$ cat src/design/rwd_pkg.sv
package rwd_pkg;

  // counter geometry
  localparam int unsigned CNT_W      = 22;
  localparam int unsigned SEL_W      = 2;
  localparam int unsigned TAP_NUM    = 4;
  localparam int unsigned TAP_BASE   = 15;
  localparam int unsigned TAP_STEP   = 2;

  // avalon-mm register window, byte addresses
  localparam int unsigned ADDR_W     = 5;
  localparam int unsigned DATA_W     = 32;
  localparam logic [4:0]  OFF_MODE   = 5'h00;
  localparam logic [4:0]  OFF_CMD    = 5'h04;
  localparam logic [4:0]  OFF_STAT   = 5'h08;
  localparam logic [4:0]  OFF_MASK   = 5'h0c;
  localparam logic [4:0]  OFF_STATE  = 5'h10;
  localparam logic [4:0]  OFF_COUNT  = 5'h14;

  // watchdog_mode fields
  localparam int unsigned MODE_EN_BIT    = 7;
  localparam int unsigned MODE_SEL_LSB   = 5;
  localparam int unsigned MODE_IDLE_TWO_MODE_BIT = 3;
  localparam int unsigned MODE_RST_BIT   = 2;

  // reset values of watchdog_mode fields
  localparam logic             RST_EN    = 1'b1;
  localparam logic [SEL_W-1:0] RST_SEL   = 2'h0;
  localparam logic             RST_IDLE_TWO_MODE = 1'b0;
  localparam logic             RST_ROUTE = 1'b0;

  // watchdog_command codes
  localparam logic [7:0] CODE_DISABLE = 8'hb1;
  localparam logic [7:0] CODE_CLEAR   = 8'h4e;

  // interrupt status / mask layout
  localparam int unsigned EV_NUM      = 2;
  localparam int unsigned EV_OVF      = 0;
  localparam int unsigned EV_RST      = 1;
  localparam logic [EV_NUM-1:0] RST_MASK = 2'h0;

  // state register layout
  localparam int unsigned ST_RUN_BIT  = 0;
  localparam int unsigned ST_DIS_BIT  = 1;
  localparam int unsigned ST_RSTO_BIT = 2;

  // internal reset hold, in system clock states (allowed 22 to 29)
  localparam int unsigned RESET_STATES = 22;
  localparam int unsigned RCNT_W       = 5;

endpackage

$ cat src/design/rwd_cnt_if.sv
`timescale 1ns/1ns
interface rwd_cnt_if;
  import rwd_pkg::*;
  logic                 run;
  logic                 clear;
  logic [SEL_W-1:0]     sel;
  logic                 overflow;
  logic [CNT_W-1:0]     count;

  modport ctrl (output run, output clear, output sel, input overflow, input count);
  modport cnt  (input run, input clear, input sel, output overflow, output count);
endinterface

$ cat src/design/rwd_top.sv
// Summary of operation
// - 22-stage binary counter advances every system clock
// - four taps: 2^15, 2^17, 2^19, 2^21
// - tap overflow raises nmi and watchdog out
// - reset clears detection time select to 00
// - reset sets enable bit to one
// - disable needs enable cleared, then code B1
// - writing enable one re-enables at once
// - reset route bit, zero after reset
// - routed overflow holds internal reset 22-29 states
// - code 4E clears counter, counting resumes
// - counting starts right after reset release
// - halted in idle one, stop; idle two optional
//
// Implementation choices: register access over Avalon-MM and the address map.
`timescale 1ns/1ns
module rwd_top (
  // clock and reset
  input  wire logic                      clk,
  input  wire logic                      srst,
  // avalon-mm slave
  input  wire logic [rwd_pkg::ADDR_W-1:0] avs_address,
  input  wire logic                      avs_read,
  input  wire logic                      avs_write,
  input  wire logic [rwd_pkg::DATA_W-1:0] avs_writedata,
  input  wire logic [3:0]                avs_byteenable,
  output logic      [rwd_pkg::DATA_W-1:0] avs_readdata,
  output logic                           avs_waitrequest,
  // standby mode from the clock controller
  input  wire logic                      idle_one_mode,
  input  wire logic                      idle_two_mode,
  input  wire logic                      stop_mode,
  // watchdog outputs
  output logic                           runaway_irq,
  output logic                           watchdog_out,
  output logic                           internal_reset,
  // maskable interrupt
  output logic                           irq
);
  import rwd_pkg::*;

  typedef struct packed {
    logic                ack;
    logic [DATA_W-1:0]   rdata;
    logic                en;
    logic [SEL_W-1:0]    sel;
    logic                idle_two_run;
    logic                reset_route_en;
    logic                disabled;
    logic [EV_NUM-1:0]   status;
    logic [EV_NUM-1:0]   mask;
    logic                nmi;
    logic                wd_out;
    logic [RCNT_W-1:0]   rst_cnt;
  } rwd_state_t;

  rwd_state_t st;
  rwd_state_t next_st;

  rwd_cnt_if cif ();

  rwd_counter u_counter (
    .clk  (clk),
    .srst (srst),
    .cif  (cif)
  );

  // decode of one register word, used for both reads and writes
  function automatic logic hit(input logic [ADDR_W-1:0] a, input logic [4:0] off);
    return a == off;
  endfunction

  logic               take_wr;
  logic               take_rd;
  logic               wr_low;
  logic [7:0]         wbyte;
  logic               cmd_wr;
  logic               halted;
  logic               running;
  logic               ovf;
  logic               rst_fire;
  logic [EV_NUM-1:0]  ev;
  logic [DATA_W-1:0]  rd_mux;

  // request is taken on the second cycle, when ack is high
  assign take_wr = avs_write & st.ack;
  assign take_rd = avs_read & st.ack;
  assign wr_low  = take_wr & avs_byteenable[0];
  assign wbyte   = avs_writedata[7:0];
  assign cmd_wr  = wr_low & hit(avs_address, OFF_CMD);

  // standby gating of the counter
  assign halted  = idle_one_mode | stop_mode | (idle_two_mode & ~st.idle_two_run);
  assign running = ~st.disabled & ~halted;

  assign cif.run   = running;
  assign cif.clear = cmd_wr & (wbyte == CODE_CLEAR);
  assign cif.sel   = st.sel;
  assign ovf       = cif.overflow;

  // a routed overflow starts the internal reset stretch
  assign rst_fire = ovf & st.reset_route_en;

  always_comb begin
    ev         = '0;
    ev[EV_OVF] = ovf;
    ev[EV_RST] = rst_fire;
  end

  // read multiplexer, unmapped words read as zero
  always_comb begin
    rd_mux = '0;
    if (hit(avs_address, OFF_MODE)) begin
      rd_mux[MODE_EN_BIT]                    = st.en;
      rd_mux[MODE_SEL_LSB +: SEL_W]          = st.sel;
      rd_mux[MODE_IDLE_TWO_MODE_BIT]                 = st.idle_two_run;
      rd_mux[MODE_RST_BIT]                   = st.reset_route_en;
    end else if (hit(avs_address, OFF_STAT)) begin
      rd_mux[EV_NUM-1:0] = st.status;
    end else if (hit(avs_address, OFF_MASK)) begin
      rd_mux[EV_NUM-1:0] = st.mask;
    end else if (hit(avs_address, OFF_STATE)) begin
      rd_mux[ST_RUN_BIT]  = running;
      rd_mux[ST_DIS_BIT]  = st.disabled;
      rd_mux[ST_RSTO_BIT] = internal_reset;
    end else if (hit(avs_address, OFF_COUNT)) begin
      rd_mux[CNT_W-1:0] = cif.count;
    end
  end

  always_comb begin
    next_st = st;

    // one wait state on every access, ack drops after the taken edge
    next_st.ack = (avs_read | avs_write) & ~st.ack;
    if ((avs_read & ~st.ack)) begin
      next_st.rdata = rd_mux;
    end

    // watchdog_mode write
    if (wr_low & hit(avs_address, OFF_MODE)) begin
      next_st.en             = wbyte[MODE_EN_BIT];
      next_st.sel            = wbyte[MODE_SEL_LSB +: SEL_W];
      next_st.idle_two_run   = wbyte[MODE_IDLE_TWO_MODE_BIT];
      next_st.reset_route_en = wbyte[MODE_RST_BIT];
      if (wbyte[MODE_EN_BIT]) begin
        next_st.disabled = 1'b0;
      end
    end

    // disable only when enable is already clear; a lone code cannot stop it
    if (cmd_wr & (wbyte == CODE_DISABLE) & ~st.en) begin
      next_st.disabled = 1'b1;
    end

    if (wr_low & hit(avs_address, OFF_MASK)) begin
      next_st.mask = wbyte[EV_NUM-1:0];
    end

    // sticky status: read clears only what the read returned, a same-cycle event wins;
    // an event landing between capture and take would otherwise be lost unseen
    for (int i = 0; i < EV_NUM; i++) begin
      if (ev[i]) begin
        next_st.status[i] = 1'b1;
      end else if (take_rd & hit(avs_address, OFF_STAT) & st.rdata[i]) begin
        next_st.status[i] = 1'b0;
      end
    end

    // nmi and watchdog out pulse once per overflow
    next_st.nmi    = ovf;
    next_st.wd_out = ovf;

    // reset stretch counts down through a fixed number of states
    if (rst_fire) begin
      next_st.rst_cnt = RCNT_W'(RESET_STATES);
    end else if (st.rst_cnt != '0) begin
      next_st.rst_cnt = st.rst_cnt - RCNT_W'(1);
    end
  end

  always_ff @(posedge clk) begin
    if (srst) begin
      st                <= '0;
      st.en             <= RST_EN;
      st.sel            <= RST_SEL;
      st.idle_two_run   <= RST_IDLE_TWO_MODE;
      st.reset_route_en <= RST_ROUTE;
      st.mask           <= RST_MASK;
    end else begin
      st <= next_st;
    end
  end

  assign avs_waitrequest = (avs_read | avs_write) & ~st.ack;
  assign avs_readdata    = st.rdata;
  assign runaway_irq     = st.nmi;
  assign watchdog_out    = st.wd_out;
  // the stretch keeps going through srst only if the system holds it off the block
  assign internal_reset  = st.rst_cnt != '0;
  assign irq             = |(st.status & st.mask);

endmodule // rwd_top

$ cat src/design/rwd_counter.sv
`timescale 1ns/1ns
module rwd_counter (
  // clock and reset
  input  wire logic clk,
  input  wire logic srst,
  // control side
  rwd_cnt_if.cnt    cif
);
  import rwd_pkg::*;

  typedef struct packed {
    logic [CNT_W-1:0] count;
  } rwd_cnt_state_t;

  rwd_cnt_state_t st;
  rwd_cnt_state_t next_st;

  // all ones below the tap: the next advance carries out of that stage
  function automatic logic tap_full(input logic [CNT_W-1:0] c, input logic [SEL_W-1:0] s);
    logic [CNT_W-1:0] m;
    m = (CNT_W'(1) << (TAP_BASE + TAP_STEP * 32'(s))) - CNT_W'(1);
    return (c & m) == m;
  endfunction

  assign cif.count    = st.count;
  assign cif.overflow = cif.run & ~cif.clear & tap_full(st.count, cif.sel);

  always_comb begin
    next_st = st;
    if (cif.clear) begin
      next_st.count = '0;
    end else if (cif.run) begin
      next_st.count = st.count + CNT_W'(1);
    end
  end

  always_ff @(posedge clk) begin
    if (srst) begin
      st <= '0;
    end else begin
      st <= next_st;
    end
  end

endmodule // rwd_counter

$ cat config.mk
export PLATFORM = sky130hd
export DESIGN_NAME = rwd_top
export DESIGN_NICKNAME = d
export VERILOG_FILES = /design/src/design/rwd_pkg.sv /design/src/design/rwd_cnt_if.sv /design/src/design/rwd_top.sv /design/src/design/rwd_counter.sv
export SDC_FILE = /design/constraint.sdc
export NUM_CORES = 1
export LEC_CHECK = 0
export BUFFER_PORTS_ARGS = -buffer_cell sky130_fd_sc_hd__buf_4
export CAP_MARGIN = 10
export CORE_ASPECT_RATIO = 1.4
export CORE_UTILIZATION = 47
export CTS_CLUSTER_DIAMETER = 120
export DETAILED_ROUTE_END_ITERATION = 12
export PLACE_DENSITY = 0.75
export SYNTH_ARGS = -nofsm -noshare
export SYNTH_HDL_FRONTEND = slang
export SYNTH_SLANG_ARGS = --single-unit
export TNS_END_PERCENT = 1
$ cat constraint.sdc
create_clock -name clk -period 2.4 [get_ports clk]
set_clock_uncertainty 0.15 [all_clocks]
set_input_delay 0.24 -clock clk [delete_from_list [all_inputs] [get_ports clk]]
set_output_delay 0.24 -clock clk [all_outputs]
set_load 0.1 [all_outputs]
==> impl_metrics.toml, run 1 <==
[hold_path]
whs_path_depth = 3
hp-class = "in2reg"
worstHoldStart = "avs_writedata[5]"
hold-path-endpoint = "cif.sel[0]"

[global_routing]
antenna_found_initial = 0
grt_first_pass_wirelength_mm = 12.3
track_usage_pct = 22.7
gr-total-overflow = 0
grt_max_degree = 32
grt_pass1_vias = 2583

[power_and_ir_drop]
report.power.total_mw = 2.72
p_leak_nw = 1.42
ir_drop_mv = 0.805
power.density_cell_area_nw_per_um2 = 730

[floorplan]
coreArea_um2 = 6530
die_area_um2 = 7070
rows = 35
die_h_um = 99.1
ioPinCount = 85
initial_utilization_pct = 48.5
die_w_um = 71.3

[layout]
antenna_cells = 0
nets = 465
drive_above_1_share_pct = 22.5
area_growth_pct = 17.6
fillers = 616
finish.utilization_pct = 57.0

[sta]
finalCritPeriodShare_pct = 95.6
finalSetupTns_ns = 0
tightest_slew_ns = 0.832
setup_ws_ns = 0.105
rsz0062_at_grt = "no"
fmax_ghz = 0.436
setup_viol = 0
slew_viol_final = 0
slew_headroom_pct = 44.5
finalHoldViolCount = 0
min_period_ns = 2.30

[cts]
clk_pin_slew_worst_paths_ns = 0.07
cts_buffers = 9
cts_sinks = 61
clkLatencyLatePin_ns = 0.35
clockBufferDepth = 2
cts_tree = "built"
htreeDepth = 3
cts_root_buffer = "clkbuf_8"

[synthesis]
yosysTopAreaCell = "dfxtp_1"
syn_area_per_cell_um2 = 8.39
synthTopCellsByArea = "dfxtp_1, buf_4, a21oi_1"
synth-main-ff-cell = "dfxtp_1"
synth_cell_type_count = 54
synth_edf_count = 0
yosysWarnings = 0
async_flop_share_pct = 0
synth-seq-cells = 61
synth_most_common_cell = "dfxtp_1"
syn_area_um2 = 3160
netlist.area_leader.share_pct = 38.6
yosysSeqAreaShare_pct = 38.6
syn_inst = 377
synth_common_cells = "dfxtp_1, buf_4, nor2_1"

[setup_path]
setup.worst_path.class = "in2reg"
start_kind = "input pin"
cpPeakStageDelay_ns = 0.67
crit_path_top_delay_cell = "or4b_2"
reg2reg_to = "u_counter.cif.count[14]"
r2r_cells = 5
reg2reg_from = "u_counter.cif.count[0]"
worstPathRequired_ns = 2.48
path_buf_inv = 3
cp_top_family = "simple AND/OR/NAND/NOR gates"
arrival_ns = 2.37
crit_chain = "dlygate4sd3_1 > buf_4 > or4b_2 > nor4_2 > or2_2 > buf_12 > o31ai_1"
crit_fanout = 13
r2r_setup_slack_ns = 0.18
cp-end-kind = "flop"

[placed_design]
port-buffer-count = 47
gp_congestion = 0.876
dpl_worst_slack_ns = 0.0840
dp.final_hpwl_mm = 5.32

[detailed_routing]
vias = 2809
wl_mm = 7.34
antenna_left = 0
wl_per_cell_um = 14.9
vias_per_cell = 5.71
drt_iter0_drc = 159
drc = 3
first_pass_iters = 8

[run]
cap_violations = 0

[run_status]
violations = "design-rule violations"
status = "finished with violations"
==> cell usage in the layout, fill, tap and decap left out, types with 3 or more instances in the layout <==
cell type	synthesis	routed
buf_4	36	62
dfxtp_1	61	61
nor2_1	34	34
a21oi_1	28	28
nand2_1	25	25
nand3_1	17	17
inv_1	13	13
o31ai_1	13	13
o21ai_0	12	12
conb_1	1	10
clkbuf_8	0	10
nor3_1	9	9
or4_1	10	9
mux2i_1	8	8
nand4_1	7	7
xnor2_1	7	7
or3_1	8	7
and2_1	5	5
nor4_1	5	5
nand2b_1	4	4
or2_2	4	4
a22oi_1	4	4
a31oi_1	4	4
a221oi_1	4	4
ha_1	4	4
and3_1	3	3
or4b_2	3	3
nand4b_1	3	3
a211o_1	3	3
dlygate4sd3_1	0	3
==> area by class of cell <==
| cell class | instances | area [um^2] | share of cell area (%) |
|---|---|---|---|
| well taps | 74 | 92.6 | 2.49 |
| multi-input cells | 260 | 1600 | 42.9 |
| repair buffers | 67 | 536 | 14.4 |
| inverters | 14 | 52.6 | 1.41 |
| clock inverters | 5 | 83.8 | 2.25 |
| flip-flops and latches | 61 | 1220 | 32.8 |
| clock buffers | 11 | 141 | 3.80 |
==> sequential cells by signal, summed over array words and instances (netlist names) <==
register and flops:
avs_readdata 22, cif.sel 2, st 14, u_counter.cif.count 22, watchdog_out 1
==> report_power, final <==
group | internal [mW] | total [mW] | switching, mW
clock network | 0.614 | 1.03 | 0.411
registers | 1.05 | 1.08 | 0.0347
logic | 0.197 | 0.608 | 0.411
total | 1.86 | 2.72 | 0.857
==> routing by layer <==
metal | GRT usage (%) | vias to the layer above | share of wire [%]
li1 | - | 1402 | -
met1 | 25.8 | 1314 | 40
met2 | 39.2 | 78 | 53
met3 | 4.60 | 15 | 3.9
met4 | 12.8 | 0 | 3.0
met5 | 0 | - | 0
==> stage by stage <==
stage	std cells	area (um^2)	hold WS, ns
after floorplan	386	3200	0.234
after detailed placement	473	3460	0.297
final	492	3720	0.00542
after global routing	492	3720	0.0109
after global placement	473	3460	0.291
after CTS	492	3710	0.000480
==> kinds of logic after synthesis <==
group / count (synthesis) / share of synthesized area (%)
AOI/OAI and AO/OA: 80 / 16.4
buffers and inverters: 65 / 12.3
other: 1 / 0.119
DFF: 61 / 38.6
adders and majority gates: 4 / 1.58
xor gates and xnor gates: 9 / 2.49
muxes: 9 / 2.89
and+or+nand+nor: 148 / 25.6
==> worst min-delay path, delay by kind of cell <==
kind	cells	cell delay, ns
buf+inv	1	0.09
simple gates	1	0.08
mux	1	0.06
==> how the worst max path moves through the flow <==
stage / cells past startpoint / start / slack (ns) / to
after floorplan: 6 / st[0] / 0.07 / st[1]
after global placement: 5 / u_counter.cif.count[0] / 0.11 / u_counter.cif.count[14]
after detailed placement: 5 / u_counter.cif.count[0] / 0.08 / u_counter.cif.count[14]
after CTS: 5 / u_counter.cif.count[0] / 0.06 / u_counter.cif.count[14]
after global routing: 7 / avs_writedata[0] / 0.04 / st[9]
final: 7 / avs_writedata[0] / 0.10 / st[10]
==> repair_timing <==
item,CTS,global route
resized for setup,0,2
endpoints found under the hold margin,3,0
setup endpoints to repair,0,4
hold buffers,3,0
setup buffers,0,0
Power figures use the tool's default switching activity.
==> run 2: changes to the inputs <==
Settings changed: PLACE_DENSITY 0.75 to 0.76, SYNTH_HIERARCHICAL set to 1.
==> run 2 against run 1 <==
Effect of this change: the run now ends clean; first-iteration DRC count decreased by 14%; die area decreased by 3.7%; total power decreased by 1.2%; synthesized area decreased by 3.8%; non-clock buffer count decreased by 8; count of clock-buffer cells in the layout unchanged; core utilization decreased by 0.10 points; sequential share of layout area increased by 1.5 points; register-to-register slack got worse by 0.17 ns; via count decreased by 8.2%; largest power group unchanged; highest routed layer unchanged.
==> impl_metrics.toml, run 2 <==
[run_status]
status = "finished, final reports clean"

[sta]
min_period_ns = 2.39
rsz0062_at_grt = "yes"
fmax_ghz = 0.418
finalHoldViolCount = 0
fin_hold_ws_ns = 0.0124
slew_viol_final = 0
setup_viol = 0
finalCritPeriodShare_pct = 99.8

[synthesis]
synth_cell_type_count = 58
syn_area_per_cell_um2 = 8.90
synth_edf_count = 0
yosysTopAreaCell = "dfxtp_1"
synth-main-ff-cell = "dfxtp_1"
synth-seq-cells = 61
syn_inst = 342
synth_common_cells = "dfxtp_1, nor2_1, buf_4"
netlist.area_leader.share_pct = 40.1
yosysSeqAreaShare_pct = 40.1
syn_area_um2 = 3040
synth_most_common_cell = "dfxtp_1"
synthTopCellsByArea = "dfxtp_1, buf_4, a22o_1"
yosysWarnings = 6
async_flop_share_pct = 0

[floorplan]
die_area_um2 = 6810
initial_utilization_pct = 48.7
ioPinCount = 85
rows = 34
die_w_um = 70.0
die_h_um = 97.2
coreArea_um2 = 6250

[global_routing]
grt_max_degree = 29
gr-total-overflow = 0
grt_pass1_vias = 2343
track_usage_pct = 19.7
grt_first_pass_wirelength_mm = 10.6
antenna_found_initial = 0

[setup_path]
r2r_cells = 6
reg2reg_from = "st[13]"
crit_fanout = 6
worstSetupEndpoint = "u_counter/cif.count[15]"
r2r_setup_slack_ns = 0.005
worstPathRequired_ns = 2.52
arrival_ns = 2.52
setup.worst_path.class = "reg2reg"
cp-startpoint = "st[13]"
start_kind = "flop"
reg2reg_to = "u_counter/cif.count[15]"
cp-end-kind = "flop"

[hold_path]
worstHoldStart = "avs_writedata[6]"
hp-class = "in2reg"

[detailed_routing]
wl_mm = 6.76
vias = 2579
drt_iter0_drc = 137
vias_per_cell = 5.71
first_pass_iters = 4
wl_per_cell_um = 15.0
drc = 0
antenna_left = 0

[layout]
finish.utilization_pct = 56.9
fillers = 579
final_area_um2 = 3560
layout_commonest_cell = "dfxtp_1"
layout_common_cells = "dfxtp_1, buf_4, nor2_1, nand2_1, a22o_1"
antenna_cells = 0
finalNonFillerCells = 452
drive_above_1_share_pct = 24.5
nets = 428
area_growth_pct = 17.0

[cts]
cts_tree = "built"
clk_pin_slew_worst_paths_ns = 0.07
cts_buffers = 9
clockBufferDepth = 2
cts_sinks = 61
htreeDepth = 3
clkLatencyLatePin_ns = 0.34
cts_root_buffer = "clkbuf_8"

[placed_design]
placed_cells = 432
gp_congestion = 0.938
port-buffer-count = 47
dp.final_hpwl_mm = 4.76
dpl-instance-area_um2 = 3270

[power_and_ir_drop]
report.power.total_mw = 2.69
p_leak_nw = 1.43
ir_drop_mv = 0.904
power.density_cell_area_nw_per_um2 = 754

[run]
cap_violations = 0
[run 2: kinds of logic (layout without fill, tap and decap cells)]
logic type      count (synthesis)  in the layout  synth area share, %
xor+xnor                       13             13                 3.74
fa+ha+maj                       5              5                 2.06
other cells                     2             12                0.247
mux                             9              9                 3.00
compound gates                 65             65                 15.0
simple gates                  132            133                 23.7
flops                          61             61                 40.1
buf+inv                        55             82                 12.2
[run 2: worst min path at each step]
stage | end | cells after the start
after detailed placement | st[16] | 2
after floorplan | cif.sel[0] | 2
after global routing | st[13] | 3
after global placement | st[4] | 2
final | cif.sel[1] | 3
after CTS | st[13] | 3
[run 2: area by class of cell]
cell class	count	area (um^2)	share of cell area [%]
flip-flops and latches	61	1220	34.3
inverters	7	26.3	0.738
clock buffers	11	151	4.25
clock inverters	5	81.3	2.28
repair buffers	59	448	12.6
well taps	72	90.1	2.53
multi-input cells	237	1540	43.3
[run 2: where the power goes]
part | internal [mW] | total (mW) | switching (mW)
Sequential | 1.05 | 1.08 | 0.0323
Combinational | 0.158 | 0.546 | 0.388
Clock | 0.643 | 1.06 | 0.415
[run 2: metrics by stage]
stage                     TNS (ns)  setup slack [ns]
after floorplan            -0.0834           -0.0375
after global placement           0            0.0788
after detailed placement         0            0.0587
after CTS                        0            0.0353
after global routing        -0.316           -0.0892
final                            0           0.00546
[run 2: what timing repair did]
item                                   4_1_cts  5_1_grt
endpoints found under the hold margin        2        0
setup endpoints to repair                    0        9
hold buffers                                 2        0
setup buffers                                0        1
resized for setup                            0        8
[run 2: layer usage]
metal	vias to the layer above	global-route usage, %	wire, um
met3	15	4.56	360
met5	-	0	0
met2	102	33.2	3490
met1	1210	21.7	2720
li1	1252	-	-
met4	0	13.1	197
[run 2: worst max-delay path: stages, from the launching register on]
cell and delay, ns:
dfxtp_2 0.33, inv_1 0.06, a2111oi_4 0.36, and3_4 0.26
or4b_4 0.52, or3_2 0.48, a21oi_1 0.17
==> run 3: changes to the inputs <==
Clock period 2.4 ns to 2.1 ns, I/O delays scaled along.
==> run 3 against run 2 <==
Effect of this change: count of clock-buffer cells in the layout unchanged; clock power about the same; the flow now finishes with violations (negative setup slack); largest cell class unchanged; setup slack got worse by 0.13 ns.
==> impl_metrics.toml, run 3 (synthesized netlist as in run 2, its figures left out) <==
[run_status]
violations = "negative setup slack"
status = "finished with violations"

[setup_path]
crit_chain = "inv_2 > a2111oi_4 > and3_4 > or4b_4 > or4_1 > a21oi_1"
worstPathRequired_ns = 2.23
setup.worst_path.class = "reg2reg"
cpPeakStageDelay_ns = 0.49
crit_path_top_delay_cell = "or4b_4"
cp-end-kind = "flop"
r2r_cells = 6
arrival_ns = 2.36
cp_top_family = "simple AND/OR/NAND/NOR gates"
path_buf_inv = 1
worst-path-stages = 6
crit_fanout = 5
start_kind = "flop"

[placed_design]
port-buffer-count = 47
dp.final_hpwl_mm = 5.08
gp_congestion = 0.944

[run]
cap_violations = 0

[detailed_routing]
vias = 2668
first_pass_iters = 4
antenna_left = 0
wl_per_cell_um = 14.9
drc = 0
vias_per_cell = 5.57
wl_mm = 7.13
drt_iter0_drc = 187

[layout]
drive_above_1_share_pct = 30.5
antenna_cells = 0
area_growth_pct = 25.3
fillers = 550
layout_common_cells = "buf_4, dfxtp_1, nor2_1, nand2_1, a22o_1"
nets = 456
finish.utilization_pct = 61.0
layout_commonest_cell = "buf_4"

[global_routing]
grt_max_degree = 29
antenna_found_initial = 0
grt_pass1_vias = 2637
gr-total-overflow = 0
grt_first_pass_wirelength_mm = 12.0
track_usage_pct = 22.0

[sta]
slew_viol_final = 0
fmax_ghz = 0.449
rsz0062_at_grt = "yes"
min_period_ns = 2.23
setup_ws_ns = -0.129
finalCritPeriodShare_pct = 106
finalHoldViolCount = 0
setup_viol = 7
finalSetupTns_ns = -0.385
fin_hold_ws_ns = 0.00271

[power_and_ir_drop]
p_int_mw = 2.09
p_sw_mw = 0.973
p_leak_nw = 1.56
seq_power_share_pct = 40.5
power.density_cell_area_nw_per_um2 = 804
report.power.total_mw = 3.07
clkPwrFrac_pct = 34.4
ir_drop_mv = 1.23
p_comb_share_pct = 25.1
sw_frac_of_total_pct = 31.7

[cts]
cts_sinks = 61
clockBufferDepth = 2
cts_root_buffer = "clkbuf_8"
clkLatencyLatePin_ns = 0.34
cts_tree = "built"
htreeDepth = 3
clk_pin_slew_worst_paths_ns = 0.07
cts_buffers = 9

[floorplan]
initial_utilization_pct = 48.7
coreArea_um2 = 6250
ioPinCount = 85
rows = 34
die_area_um2 = 6810
die_w_um = 70.0
die_h_um = 97.2

[hold_path]
hp-class = "in2reg"
whs_path_depth = 3
[run 3: cell count changes in the layout (fill, tap and decap cells not counted), moves of 2 or more]
cell | before | now
or4b_4 | 1 | 3
o21ai_1 | 1 | 3
inv_1 | 7 | 4
inv_2 | 0 | 3
o21ai_0 | 6 | 4
buf_4 | 57 | 79
dlygate4sd3_1 | 2 | 6
[run 3: final timing paths]
path / start / slack, ns / end
max reg2reg: st[13] / -0.13 / u_counter/cif.count[21]
min reg2reg: st[16] / 0.31 / st[16]
min: avs_writedata[3] / 0.003 / st[13]
max: st[13] / -0.13 / u_counter/cif.count[21]
[run 3: cell type report]
cell class              count  area, um^2  area share [%]
multi-input cells         237        1590            41.7
flip-flops and latches     61        1220            32.1
repair buffers             87         684            17.9
clock buffers              11         151            3.97
well taps                  72        90.1            2.36
clock inverters             4        47.5            1.25
inverters                   7        26.3           0.689
[run 3: metrics by stage]
stage               instance area (um^2)  cells  setup WS, ns
global route                        3810    479        -0.232
finish                              3810    479        -0.129
detailed placement                  3440    454        -0.241
global placement                    3440    454        -0.195
floorplan                           3110    352        -0.277
CTS                                 3790    479        -0.136
[run 3: per-layer routing]
metal	share of wire [%]	global-route usage, %	wire, um
met1	40	24.2	2840
met2	52	38.1	3680
met3	4.6	5.71	326
met4	4.0	11.5	283
met5	0	0	0
[run 3: repair_timing]
item,4_1_cts,5_1_grt
endpoints found under the setup margin,17,17
pin swaps,7,2
gates cloned,1,0
hold buffers,6,0
gates resized for setup,16,6
buffers inserted,3,0
endpoints found under the hold margin,6,0
[run 3: power by group through the flow]
stage	sequential (mW)	clock [mW]	combinational [mW]
2_1_floorplan	1.25	0	0.527
3_3_place_gp	1.26	0	0.635
3_5_place_dp	1.26	0	0.650
4_1_cts	1.24	1.06	0.745
5_1_grt	1.25	1.11	0.820
6_report	1.24	1.05	0.770
[run 3: tightest hold or removal path: stages]
cell and delay [ns]:
buf_4 0.09, mux2i_1 0.06, nor2_1 0.10
